[config.mk]
export PLATFORM = sky130hd
export DESIGN_NAME = pci_port
export DESIGN_NICKNAME = d
export VERILOG_FILES = /design/src/hdl/pci_pkg.sv /design/src/hdl/pci_port.sv
export SDC_FILE = /design/constraint.sdc
export NUM_CORES = 1
export LEC_CHECK = 0
export BUFFER_PORTS_ARGS = -buffer_cell sky130_fd_sc_hd__buf_4
export CELL_PAD_IN_SITES_DETAIL_PLACEMENT = 1
export CELL_PAD_IN_SITES_GLOBAL_PLACEMENT = 1
export CORE_ASPECT_RATIO = 0.7
export CORE_MARGIN = 2
export CORE_UTILIZATION = 40
export CTS_CLUSTER_DIAMETER = 200
export DETAILED_ROUTE_END_ITERATION = 12
export MAX_ROUTING_LAYER = met4
export PLACE_DENSITY_LB_ADDON = 0.05
export SYNTH_ARGS = -nofsm -noshare
export SYNTH_HDL_FRONTEND = slang
export SYNTH_SLANG_ARGS = --single-unit
[constraint.sdc]
create_clock -name aclk -period 6.45 [get_ports aclk]
set_input_delay 0.645 -clock aclk [delete_from_list [all_inputs] [get_ports aclk]]
set_output_delay 0.645 -clock aclk [all_outputs]
set_load 0.01 [all_outputs]
[src/hdl/pci_pkg.sv]
// Contract
// legacy recognition off at reset, per-port switchable
// legacy on accepts big capacitance or valid signature
// classify after good detect; manual only on command
// apply class probe for interval, store class
// five classes; class 0 handled as class 3
// automatic mode loads thresholds from class result
// no classification: strap low, shutdown, enable clear
// second event only in higher-power variant
// thresholds writable while port is powered
// class 4 first: mark voltage, pause, reclassify
// flag set whenever second event ran
// second event needs its enable bit set
// second event only after first class 4
// class 4 then 0-3 withholds power, restarts
// class field holds latest measurement
// gate ramps, regulates at inrush limit, rises fully
// start timer; still over limit means fault, off
// both sense resistors; larger default in compat
// manual mode idles, one detection per command
// class field binary with unknown code
package pci_pkg;
  // clock rate and printed times
  localparam int CLK_MHZ = 50;
  localparam int CLASS_TIME_US = 12000;
  localparam int MARK_TIME_US = 5000;
  localparam int TSTART_US = 60000;
  localparam int BACKOFF_US = 100000;
  localparam int TMR_W = 23;
  localparam int STRAP_WAIT = 3;

  // register byte offsets
  localparam logic [7:0] REG_CTRL = 8'h00;
  localparam logic [7:0] REG_CMD = 8'h04;
  localparam logic [7:0] REG_THRESH = 8'h08;
  localparam logic [7:0] REG_STATUS = 8'h0C;
  localparam logic [7:0] REG_HPSTAT = 8'h10;
  localparam logic [7:0] REG_INFO = 8'h14;

  // operating modes
  localparam logic [1:0] MODE_SHUT = 2'h0;
  localparam logic [1:0] MODE_MAN = 2'h1;
  localparam logic [1:0] MODE_SEMI = 2'h2;
  localparam logic [1:0] MODE_AUTO = 2'h3;

  // command bits, status fields, codes
  localparam int CMD_DET = 0;
  localparam int CMD_CLS = 1;
  localparam int CMD_ON = 2;
  localparam int CMD_OFF = 3;
  localparam int ST_POWER_BIT = 8;
  localparam int ST_FAULT_BIT = 9;
  localparam logic [2:0] DET_UNKNOWN = 3'h0;
  localparam logic [2:0] DET_BAD = 3'h2;
  localparam logic [2:0] DET_GOOD = 3'h4;
  localparam logic [2:0] CLS_UNKNOWN = 3'h7;
  localparam logic [2:0] CLS_1 = 3'h1;
  localparam logic [2:0] CLS_2 = 3'h2;
  localparam logic [2:0] CLS_4 = 3'h4;

  // current limit codes per sense resistor
  localparam logic [7:0] LIM_425_R50 = 8'h00;
  localparam logic [7:0] LIM_425_R25 = 8'h80;
  localparam logic [7:0] LIM_850_R50 = 8'h40;
  localparam logic [7:0] LIM_850_R25 = 8'hC0;

  localparam logic [1:0] RESP_OKAY = 2'h0;
  localparam logic [1:0] RESP_SLVERR = 2'h2;

  // software control word
  typedef struct packed {
    logic rsense_large;
    logic hp_en;
    logic legacy_en;
    logic cls_en;
    logic det_en;
    logic [1:0] mode;
  } pci_ctrl_t;

  // filtered pin inputs
  typedef struct packed {
    logic [2:0] class_code;
    logic auto_pin;
    logic over_inrush;
    logic sig_legacy;
    logic sig_valid;
    logic det_done;
  } pci_pins_t;

  // analog front end drive
  typedef struct packed {
    logic det_run;
    logic class_probe;
    logic mark_voltage;
    logic gate_on;
    logic gate_regulate;
    logic rsense_large;
  } pci_drive_t;
endpackage

[src/hdl/pci_port.sv]
`timescale 1ns/1ps
module pci_port import pci_pkg::*; #(
  parameter bit TWO_EVENT = 1'b1,
  parameter bit COMPAT = 1'b0,
  parameter logic [7:0] CUT_C1 = 8'h10,
  parameter logic [7:0] CUT_C2 = 8'h20,
  parameter logic [7:0] CUT_C3 = 8'h30,
  parameter logic [7:0] CUT_C4 = 8'h50,
  parameter int CLASS_CYC = CLASS_TIME_US * CLK_MHZ,
  parameter int MARK_CYC = MARK_TIME_US * CLK_MHZ,
  parameter int TSTART_CYC = TSTART_US * CLK_MHZ,
  parameter int BACKOFF_CYC = BACKOFF_US * CLK_MHZ
) (
  // clock and reset
  input wire logic aclk,
  input wire logic aresetn,
  // axi4-lite slave
  input wire logic [7:0] awaddr,
  input wire logic awvalid,
  output logic awready,
  input wire logic [31:0] wdata,
  input wire logic [3:0] wstrb,
  input wire logic wvalid,
  output logic wready,
  output logic [1:0] bresp,
  output logic bvalid,
  input wire logic bready,
  input wire logic [7:0] araddr,
  input wire logic arvalid,
  output logic arready,
  output logic [31:0] rdata,
  output logic [1:0] rresp,
  output logic rvalid,
  input wire logic rready,
  // front end pins
  input wire pci_pins_t pins,
  output pci_drive_t drive,
  output logic [7:0] overcurrent_cut_threshold,
  output logic [7:0] active_current_limit_threshold
);
  typedef enum logic [3:0] {
    S_IDLE, S_DETECT, S_CLASS1, S_MARK, S_CLASS2,
    S_BACKOFF, S_INRUSH, S_POWERED
  } pci_state_t;

  // byte-lane merge for register writes
  function automatic logic [15:0] merge(input logic [15:0] old,
      input logic [15:0] nw, input logic [1:0] strb);
    merge = {strb[1] ? nw[15:8] : old[15:8], strb[0] ? nw[7:0] : old[7:0]};
  endfunction

  // thresholds implied by a class result
  function automatic logic [15:0] thr_for(input logic [2:0] cls,
      input logic rs);
    logic [7:0] l425;
    l425 = rs ? LIM_425_R50 : LIM_425_R25;
    case (cls)
      CLS_1: thr_for = {l425, CUT_C1};
      CLS_2: thr_for = {l425, CUT_C2};
      CLS_4: thr_for = {rs ? LIM_850_R50 : LIM_850_R25, CUT_C4};
      default: thr_for = {l425, CUT_C3}; // class 0 handled as 3
    endcase
  endfunction

  // timer load for each state
  function automatic logic [TMR_W-1:0] dur(input pci_state_t s);
    case (s)
      S_CLASS1, S_CLASS2: dur = TMR_W'(CLASS_CYC - 1);
      S_MARK: dur = TMR_W'(MARK_CYC - 1);
      S_INRUSH: dur = TMR_W'(TSTART_CYC - 1);
      S_BACKOFF: dur = TMR_W'(BACKOFF_CYC - 1);
      default: dur = '0;
    endcase
  endfunction

  // ---- pin synchroniser: three stages, accept when 2nd and 3rd agree
  pci_pins_t s1, s2, s3, pf, next_pf;
  always_comb begin
    next_pf = (s2 & s3) | (pf & (s2 | s3));
  end
  always_ff @(posedge aclk) begin
    if (!aresetn) begin
      s1 <= '0;
      s2 <= '0;
      s3 <= '0;
      pf <= '0;
    end else begin
      s1 <= pins;
      s2 <= s1;
      s3 <= s2;
      pf <= next_pf;
    end
  end

  // ---- declarations shared between groups
  pci_ctrl_t ctrl, next_ctrl;
  logic [15:0] thresh, next_thresh;
  logic [3:0] cmd;
  logic hp_clr, fault_clr;
  pci_state_t state, next_state;
  logic [TMR_W-1:0] tmr, next_tmr;
  logic [2:0] det_res, next_det_res, cls_f, next_cls_f;
  logic second, next_second, fault, next_fault, done_d;
  logic auto_strap, next_auto_strap;
  logic [2:0] strap_cnt, next_strap_cnt;
  logic strap_load, load_thr;
  logic [2:0] load_cls;
  logic tmr_done, good, det_evt, cls_active, auto_mode, user_on;

  // ---- port sequencer
  always_comb begin
    tmr_done = (tmr == '0);
    auto_mode = (ctrl.mode == MODE_AUTO) && auto_strap;
    good = pf.sig_valid || (ctrl.legacy_en && pf.sig_legacy);
    det_evt = pf.det_done && !done_d;
    // strap low, shutdown or enable clear keeps class off
    cls_active = auto_strap && (ctrl.mode != MODE_SHUT) && ctrl.cls_en;
    user_on = (ctrl.mode == MODE_MAN) || (ctrl.mode == MODE_SEMI);
    next_state = state;
    next_det_res = det_res;
    next_cls_f = cls_f;
    next_second = second || (state == S_MARK && tmr_done);
    if (hp_clr && !(state == S_MARK && tmr_done)) begin
      next_second = 1'b0;
    end
    next_fault = fault && !fault_clr;
    next_auto_strap = auto_strap;
    next_strap_cnt = strap_cnt;
    strap_load = 1'b0;
    load_thr = 1'b0;
    load_cls = pf.class_code;
    // strap taken once, when stages 2 and 3 first hold it after release;
    // later pin changes are ignored until the next reset
    if (strap_cnt != 3'(STRAP_WAIT + 1)) begin
      next_strap_cnt = strap_cnt + 3'h1;
    end
    strap_load = (strap_cnt == 3'(STRAP_WAIT));
    if (strap_load) begin
      next_auto_strap = next_pf.auto_pin;
    end
    case (state)
      S_IDLE: begin
        if (ctrl.mode == MODE_MAN) begin
          if (cmd[CMD_DET]) begin
            next_state = S_DETECT; // one run per command
          end else if (cmd[CMD_CLS] && cls_active) begin
            next_state = S_CLASS1; // manual class on command
          end
        end else if (ctrl.mode != MODE_SHUT && ctrl.det_en) begin
          next_state = S_DETECT;
        end
      end
      S_DETECT: begin
        if (det_evt) begin
          next_det_res = good ? DET_GOOD : DET_BAD;
          if (good && cls_active && ctrl.mode != MODE_MAN) begin
            next_state = S_CLASS1;
          end else if (good && auto_mode) begin
            next_state = S_INRUSH;
          end else if (ctrl.mode == MODE_MAN) begin
            next_state = S_IDLE;
          end else begin
            next_state = S_BACKOFF;
          end
        end
      end
      S_CLASS1, S_CLASS2: begin
        if (tmr_done) begin
          next_cls_f = pf.class_code; // latest pulse wins
          if (state == S_CLASS1 && pf.class_code == CLS_4 && ctrl.hp_en
              && TWO_EVENT) begin
            next_state = S_MARK;
          end else if (ctrl.mode == MODE_MAN) begin
            next_state = S_IDLE;
          end else if (!auto_mode) begin
            next_state = S_BACKOFF;
          end else if (state == S_CLASS2 && pf.class_code != CLS_4) begin
            next_state = S_BACKOFF; // invalid pair withholds power
          end else begin
            next_state = S_INRUSH;
            load_thr = 1'b1;
          end
        end
      end
      S_MARK: begin
        if (tmr_done) begin
          next_state = S_CLASS2;
        end
      end
      S_BACKOFF: begin
        if (tmr_done) begin
          next_state = S_IDLE;
        end
      end
      S_INRUSH: begin
        if (tmr_done) begin
          if (pf.over_inrush) begin
            next_state = S_IDLE;
            next_fault = 1'b1;
          end else begin
            next_state = S_POWERED;
          end
        end
      end
      S_POWERED: next_state = S_POWERED;
      default: next_state = S_IDLE;
    endcase
    if (cmd[CMD_ON] && user_on && state != S_INRUSH && state != S_POWERED) begin
      next_state = S_INRUSH;
    end
    if (cmd[CMD_OFF] || ctrl.mode == MODE_SHUT) begin
      next_state = S_IDLE;
    end
    if (next_state != state) begin
      next_tmr = dur(next_state);
    end else begin
      next_tmr = tmr_done ? tmr : tmr - TMR_W'(1);
    end
  end
  always_ff @(posedge aclk) begin
    if (!aresetn) begin
      state <= S_IDLE;
      tmr <= '0;
      det_res <= DET_UNKNOWN;
      cls_f <= CLS_UNKNOWN;
      second <= 1'b0;
      fault <= 1'b0;
      done_d <= 1'b0;
      auto_strap <= 1'b0;
      strap_cnt <= 3'h0;
    end else begin
      state <= next_state;
      tmr <= next_tmr;
      det_res <= next_det_res;
      cls_f <= next_cls_f;
      second <= next_second;
      fault <= next_fault;
      done_d <= pf.det_done;
      auto_strap <= next_auto_strap;
      strap_cnt <= next_strap_cnt;
    end
  end

  // ---- axi4-lite slave and register file
  logic aw_held, next_aw_held, w_held, next_w_held;
  logic [7:0] aw_q, next_aw_q;
  logic [31:0] w_q, next_w_q, next_rdata;
  logic [3:0] strb_q, next_strb_q;
  logic next_bvalid, next_rvalid, wr_fire, rd_take, rd_hit;
  logic [1:0] next_bresp, next_rresp;
  always_comb begin
    wr_fire = aw_held && w_held && !bvalid;
    rd_take = arvalid && arready;
    next_aw_held = aw_held;
    next_aw_q = aw_q;
    next_w_held = w_held;
    next_w_q = w_q;
    next_strb_q = strb_q;
    if (awvalid && awready) begin
      next_aw_held = 1'b1;
      next_aw_q = awaddr;
    end
    if (wvalid && wready) begin
      next_w_held = 1'b1;
      next_w_q = wdata;
      next_strb_q = wstrb;
    end
    next_ctrl = ctrl;
    next_thresh = thresh;
    cmd = '0;
    hp_clr = 1'b0;
    fault_clr = 1'b0;
    next_bvalid = bvalid && !bready;
    next_bresp = bresp;
    if (wr_fire) begin
      next_aw_held = 1'b0;
      next_w_held = 1'b0;
      next_bvalid = 1'b1;
      next_bresp = RESP_OKAY;
      case (aw_q)
        REG_CTRL: next_ctrl = pci_ctrl_t'(7'(merge({9'h0, ctrl},
            w_q[15:0], strb_q[1:0])));
        REG_CMD: cmd = strb_q[0] ? w_q[3:0] : 4'h0;
        REG_THRESH: next_thresh = merge(thresh, w_q[15:0], strb_q[1:0]);
        REG_STATUS: fault_clr = strb_q[1] && w_q[ST_FAULT_BIT];
        REG_HPSTAT: hp_clr = strb_q[0] && w_q[0];
        REG_INFO: next_bresp = RESP_OKAY;
        default: next_bresp = RESP_SLVERR;
      endcase
    end
    // host may change thresholds in any cycle but a class load (load_thr), even while powered
    if (load_thr) begin
      next_thresh = thr_for(load_cls, ctrl.rsense_large);
    end
    if (strap_load && next_pf.auto_pin) begin
      next_ctrl.mode = MODE_AUTO;
      next_ctrl.det_en = 1'b1;
      next_ctrl.cls_en = 1'b1;
    end
    rd_hit = 1'b1;
    case (araddr)
      REG_CTRL: next_rdata = {25'h0, ctrl};
      REG_THRESH: next_rdata = {16'h0, thresh};
      REG_STATUS: next_rdata = {22'h0, fault, (state == S_INRUSH ||
          state == S_POWERED), 1'b0, cls_f, 1'b0, det_res};
      REG_HPSTAT: next_rdata = {31'h0, second};
      REG_INFO: next_rdata = {30'h0, auto_strap, TWO_EVENT};
      REG_CMD: next_rdata = 32'h0;
      default: begin
        next_rdata = 32'h0;
        rd_hit = 1'b0;
      end
    endcase
    next_rvalid = rvalid && !rready;
    next_rresp = rresp;
    if (rd_take) begin
      next_rvalid = 1'b1;
      next_rresp = rd_hit ? RESP_OKAY : RESP_SLVERR;
    end else begin
      next_rdata = rdata;
    end
  end
  always_ff @(posedge aclk) begin
    if (!aresetn) begin
      // larger sense resistor is default in compatibility build
      ctrl <= '{rsense_large: COMPAT, hp_en: 1'b0, legacy_en: 1'b0,
          cls_en: 1'b0, det_en: 1'b0, mode: MODE_SHUT};
      thresh <= 16'h0000;
      aw_held <= 1'b0;
      aw_q <= 8'h00;
      w_held <= 1'b0;
      w_q <= 32'h0000_0000;
      strb_q <= 4'h0;
      awready <= 1'b0;
      wready <= 1'b0;
      bvalid <= 1'b0;
      bresp <= RESP_OKAY;
      arready <= 1'b0;
      rvalid <= 1'b0;
      rresp <= RESP_OKAY;
      rdata <= 32'h0000_0000;
    end else begin
      ctrl <= next_ctrl;
      thresh <= next_thresh;
      aw_held <= next_aw_held;
      aw_q <= next_aw_q;
      w_held <= next_w_held;
      w_q <= next_w_q;
      strb_q <= next_strb_q;
      awready <= !next_aw_held && !(awvalid && awready);
      wready <= !next_w_held && !(wvalid && wready);
      bvalid <= next_bvalid;
      bresp <= next_bresp;
      arready <= !next_rvalid && !rd_take;
      rvalid <= next_rvalid;
      rresp <= next_rresp;
      rdata <= next_rdata;
    end
  end

  // ---- registered front end drive; inrush forces the 425 mA limit
  pci_drive_t next_drive;
  logic [7:0] next_lim;
  always_comb begin
    next_drive.det_run = (next_state == S_DETECT);
    next_drive.class_probe = (next_state == S_CLASS1 ||
        next_state == S_CLASS2);
    next_drive.mark_voltage = (next_state == S_MARK);
    next_drive.gate_on = (next_state == S_INRUSH ||
        next_state == S_POWERED);
    // regulate only while inrush current sits at the limit
    next_drive.gate_regulate = (next_state == S_INRUSH) && pf.over_inrush;
    next_drive.rsense_large = next_ctrl.rsense_large;
    next_lim = (next_state == S_INRUSH) ? (next_ctrl.rsense_large ?
        LIM_425_R50 : LIM_425_R25) : next_thresh[15:8];
  end
  always_ff @(posedge aclk) begin
    if (!aresetn) begin
      drive <= '0;
      overcurrent_cut_threshold <= 8'h00;
      active_current_limit_threshold <= 8'h00;
    end else begin
      drive <= next_drive;
      overcurrent_cut_threshold <= next_thresh[7:0];
      active_current_limit_threshold <= next_lim;
    end
  end

  // ---- assertions
  property p_legacy_off;
    @(posedge aclk) $rose(aresetn) |-> !ctrl.legacy_en;
  endproperty
  a_legacy_off: assert property (p_legacy_off) else $error("legacy on");
  property p_det_bad;
    @(posedge aclk) disable iff (!aresetn)
    (state == S_DETECT && det_evt && !pf.sig_valid && !(ctrl.legacy_en &&
        pf.sig_legacy)) |=> det_res == DET_BAD;
  endproperty
  a_det_bad: assert property (p_det_bad) else $error("bad detect as good");
  property p_class_after;
    @(posedge aclk) disable iff (!aresetn)
    (state == S_DETECT && det_evt && good && cls_active && !cmd[CMD_OFF]
        && !cmd[CMD_ON] && ctrl.mode != MODE_MAN) |=> state == S_CLASS1
        ##1 drive.class_probe;
  endproperty
  a_class_after: assert property (p_class_after) else $error("no class run");
  property p_class_store;
    @(posedge aclk) disable iff (!aresetn)
    (state == S_CLASS2 && tmr_done) |=> cls_f == $past(pf.class_code);
  endproperty
  a_class_store: assert property (p_class_store) else $error("class lost");
  property p_class_gate;
    @(posedge aclk) disable iff (!aresetn)
    !cls_active |=> state != S_CLASS1 || $past(state) == S_CLASS1;
  endproperty
  a_class_gate: assert property (p_class_gate) else $error("class ran");
  property p_mark;
    @(posedge aclk) disable iff (!aresetn)
    state == S_MARK |-> TWO_EVENT && cls_f == CLS_4 ##1 drive.mark_voltage
        || state != S_MARK;
  endproperty
  a_mark: assert property (p_mark) else $error("bad mark entry");
  property p_second_flag;
    @(posedge aclk) disable iff (!aresetn)
    $rose(state == S_CLASS2) |-> second;
  endproperty
  a_second_flag: assert property (p_second_flag) else $error("no flag");
  property p_invalid_pair;
    @(posedge aclk) disable iff (!aresetn)
    (state == S_CLASS2 && tmr_done && auto_mode && pf.class_code != CLS_4
        && !cmd[CMD_OFF]) |=> state == S_BACKOFF ##1 !drive.gate_on;
  endproperty
  a_invalid_pair: assert property (p_invalid_pair) else $error("powered");
  property p_start_fault;
    @(posedge aclk) disable iff (!aresetn)
    (state == S_INRUSH && tmr_done && pf.over_inrush) |=> fault
        && !drive.gate_on;
  endproperty
  a_start_fault: assert property (p_start_fault) else $error("no fault");
  property p_thr_write;
    @(posedge aclk) disable iff (!aresetn)
    (wr_fire && aw_q == REG_THRESH && strb_q[0] && !load_thr) |=>
        thresh[7:0] == $past(w_q[7:0]) ##1 overcurrent_cut_threshold ==
        $past(thresh[7:0]);
  endproperty
  a_thr_write: assert property (p_thr_write) else $error("write lost");
  c_two_event: cover property (@(posedge aclk) state == S_MARK
      ##1 state == S_MARK);
  c_powered: cover property (@(posedge aclk) state == S_POWERED);
  c_fault: cover property (@(posedge aclk) $rose(fault));
endmodule // pci_port

==> impl_metrics.yaml <==
global_routing:
  grt_pass1_vias: 5925
  grt_use_total: 0.227
  grt_pass1_wl_mm: 31.6
  grt-ovfl-total: 0
  antenna_found_initial: 0
  grt_max_degree: 53
cts:
  clk_latency_ns: 0.43
  post-cts-setup-buffers: 0
  cts_tree: "built"
  clock_path_buffers: 2
  cts.clk_slew.worst_paths_ns: 0.07
  cts.repair.resized: 0
  h-tree-depth: 4
  holdBufCountCts: 0
  clock-sinks: 158
  clock-root-buffer: "clkbuf_16"
  cts_buffers: 17
routing:
  drc: 0
  avgRoutedWirePerCell_microns: 17.7
  antenna_left: 0
  first_iter_violations: 237
  via_per_inst: 5.30
  wirelength_mm: 19.6
  num_vias: 5856
  first_pass_iters: 4
sta:
  slew_headroom: 0.385
  skew_ns: 0.00810
  fmax_mhz: 231
  finalSetupViolations: 0
  hold_violations: 0
  worst_pin_slew_ns: 0.915
  period_share: 0.671
  rsz0062_at_grt: "false"
  finalCriticalPeriod_ns: 4.33
  slew_viol_final: 0
  finalWorstSetupSlack_ns: 2.12
  tns_ns: 0
floorplan:
  core_sq_mm: 0.0170
  row_count: 40
  die-area_sq_mm: 0.0182
  die_h_microns: 114
  start_util: 0.405
  ioPinCount: 130
  die_x_microns: 161
run_status:
  status: "finished clean"
placed_design:
  dp_slack_ns: 2.12
  hpwl_mm: 14.1
  port-buffer-count: 93
  gp_congestion: 0.899
yosys:
  netlist_top_cells_count: "dfxtp_1 (158), nand2_1 (117), a21oi_1 (90)"
  synth_area_sq_mm: 0.00687
  yosys.area.top_type: "dfxtp_1"
  synth_edf_count: 0
  synth.top_cell.area_share: 0.461
  synth_compound_area_frac: 0.147
  synthAdderAreaFrac: 0.0142
  synth-seq-area-share: 0.461
  synth.avg_cell_area_sq_um: 8.64
  synthCells: 795
  synth_async_sr_flop_share: 0
  ys_ff_latch: 158
  synth-simple-area-share: 0.235
  ys_top_cells_by_area: "dfxtp_1 (46%), a21oi_1 (6.6%), nand2_1 (6.4%), mux2i_1 (4.4%), buf_4 (3.1%)"
  yosysWarnings: 0
  synth_xor_xnor_area_share: 0.0281
  yosysMostFrequentCell: "dfxtp_1"
  synth_cell_types: 69
  synth_top_family_by_area: "simple AND/OR/NAND/NOR gates"
  synth_ff_type: "dfxtp_1"
  synthMuxAreaShare: 0.0487
finish:
  final_util: 0.481
  nFillCells: 2006
  n_antenna_cell: 0
  fin_nets: 935
  multi_input_area_sq_mm: 0.00332
  post_route_cells_drive_above_1_share: 0.167
  area_delta_synth_final_pct: 18.9
  seq_area_sq_mm: 0.00316
worst_setup_path:
  required_ns: 6.80
  crit_type: "flip-flop to flip-flop"
  critPathLaunchType: "flip-flop"
  critPathArrivalTime_ns: 4.68
  cp-end-kind: "flip-flop"
  crit_fanout: 19
run:
  maxCapViolCount: 0
pwr:
  seqPwrFrac: 0.386
  p_int_uw: 1990
  p_sw_uw: 978
  vdd_drop_max_v: 0.000149
  power.leakage_uw: 0.00314
  swShare: 0.330
  combinationalPowerShare: 0.262
  p_per_area_mw_per_mm2: 364
  clkPwrFrac: 0.353
min_path:
  hp-class: "input pin to flip-flop"
[metrics by stage]
| stage | instances | total power [uW] | hold WS (ns) | instance area (sq um) |
|---|---|---|---|---|
| floorplan | 813 | 1760 | 0.412 | 6930 |
| global placement | 1073 | 1900 | 0.415 | 7550 |
| detailed placement | 1073 | 1930 | 0.423 | 7550 |
| CTS | 1105 | 2980 | 0.408 | 8170 |
| global route | 1105 | 3130 | 0.410 | 8170 |
| finish | 1105 | 2970 | 0.422 | 8170 |
[area by class of cell]
class | instances | share of cell area
Multi-Input combinational cell | 573 | 0.407
Sequential cell | 158 | 0.387
Timing Repair Buffer | 97 | 0.0892
Clock buffer | 18 | 0.0526
Tap cell | 231 | 0.0354
Clock inverter | 14 | 0.0222
Inverter | 14 | 0.00644
[sequential cells by signal, indices dropped and copies added, names as in the netlist, 3 cells and up]
signal,cells
tmr,23
rdata,16
thresh,16
w_q,16
active_current_limit_threshold,8
aw_q,8
s1,8
s2,8
s3,8
ctrl,6
drive,6
pf,5
state,4
cls_f,3
load_cls,3
strap_cnt,3
[kinds of logic (layout without fill, tap and decap cells)]
family / count (synthesis) / after routing
XOR/XNOR: 22 / 22
other: 1 / 19
multiplexers: 33 / 33
AND/OR/NAND/NOR: 323 / 323
flip-flops: 158 / 158
AO/OA/AOI/OAI: 168 / 168
adder cells (fa/ha/maj): 8 / 8
buffers and inverters: 82 / 143
[routing by layer]
metal	vias to the layer above	GRT usage	wire (microns)	part of all wire
li1	2845	-	-	-
met1	2867	0.301	9530	0.49
met2	126	0.357	8960	0.46
met3	18	0.0436	906	0.046
met4	0	0.0661	210	0.011
met5	-	-	0	0
[power by group through the flow]
stage | combinational [uW] | clock [uW] | sequential, uW
4_1_cts | 775 | 1070 | 1140
3_3_place_gp | 741 | 0 | 1160
2_1_floorplan | 621 | 0 | 1140
3_5_place_dp | 769 | 0 | 1160
6_report | 776 | 1050 | 1150
5_1_grt | 864 | 1110 | 1160
[cells in the final DEF, fill, tap and decap left out, types with 3 or more instances in the layout]
master	count
a21oi_1	90
mux2_2	3
buf_4	97
bufinv_16	3
inv_6	3
a21o_1	4
o21ai_0	23
xnor2_1	9
and2_1	31
xor2_1	13
clkbuf_16	17
a211oi_1	5
nand2_1	117
and3_1	4
nor4_1	6
a22oi_1	12
nor3_1	25
conb_1	19
clkinvlp_4	5
or3_1	6
o32ai_1	3
mux2i_1	30
nand3b_1	3
nor3b_1	5
dfxtp_1	158
o31ai_1	3
inv_1	13
o211ai_1	6
nand2b_1	9
or4_1	3
nor2b_1	7
nand4_1	5
nand3_1	28
nor2_1	52
nor4b_1	4
ha_1	7
[worst paths after layout]
check	start	end	slack [ns]	cells after the start
hold reg to reg	s1[7]$_SDFF_PN0_	s2[7]$_SDFF_PN0_	0.44	1
setup reg to reg	tmr[0]$_SDFFE_PN0P_	tmr[3]$_SDFFE_PN0P_	2.12	11
hold / removal	pins[2]	s1[2]$_SDFF_PN0_	0.42	2
setup / recovery	tmr[0]$_SDFFE_PN0P_	tmr[3]$_SDFFE_PN0P_	2.12	11
[worst max-delay path: stages, from the launching register on]
cell      delay (ns)
dfxtp_1         0.34
inv_1           0.07
ha_1            0.19
nor4b_1         0.61
nand4_1         0.53
nor2_2          0.73
a211o_1         0.29
o211ai_1        0.11
o21ai_0         0.22
and3b_1         0.72
o21ai_0         0.22
a21oi_1         0.21
No activity file was read; power rests on OpenSTA's default activity.
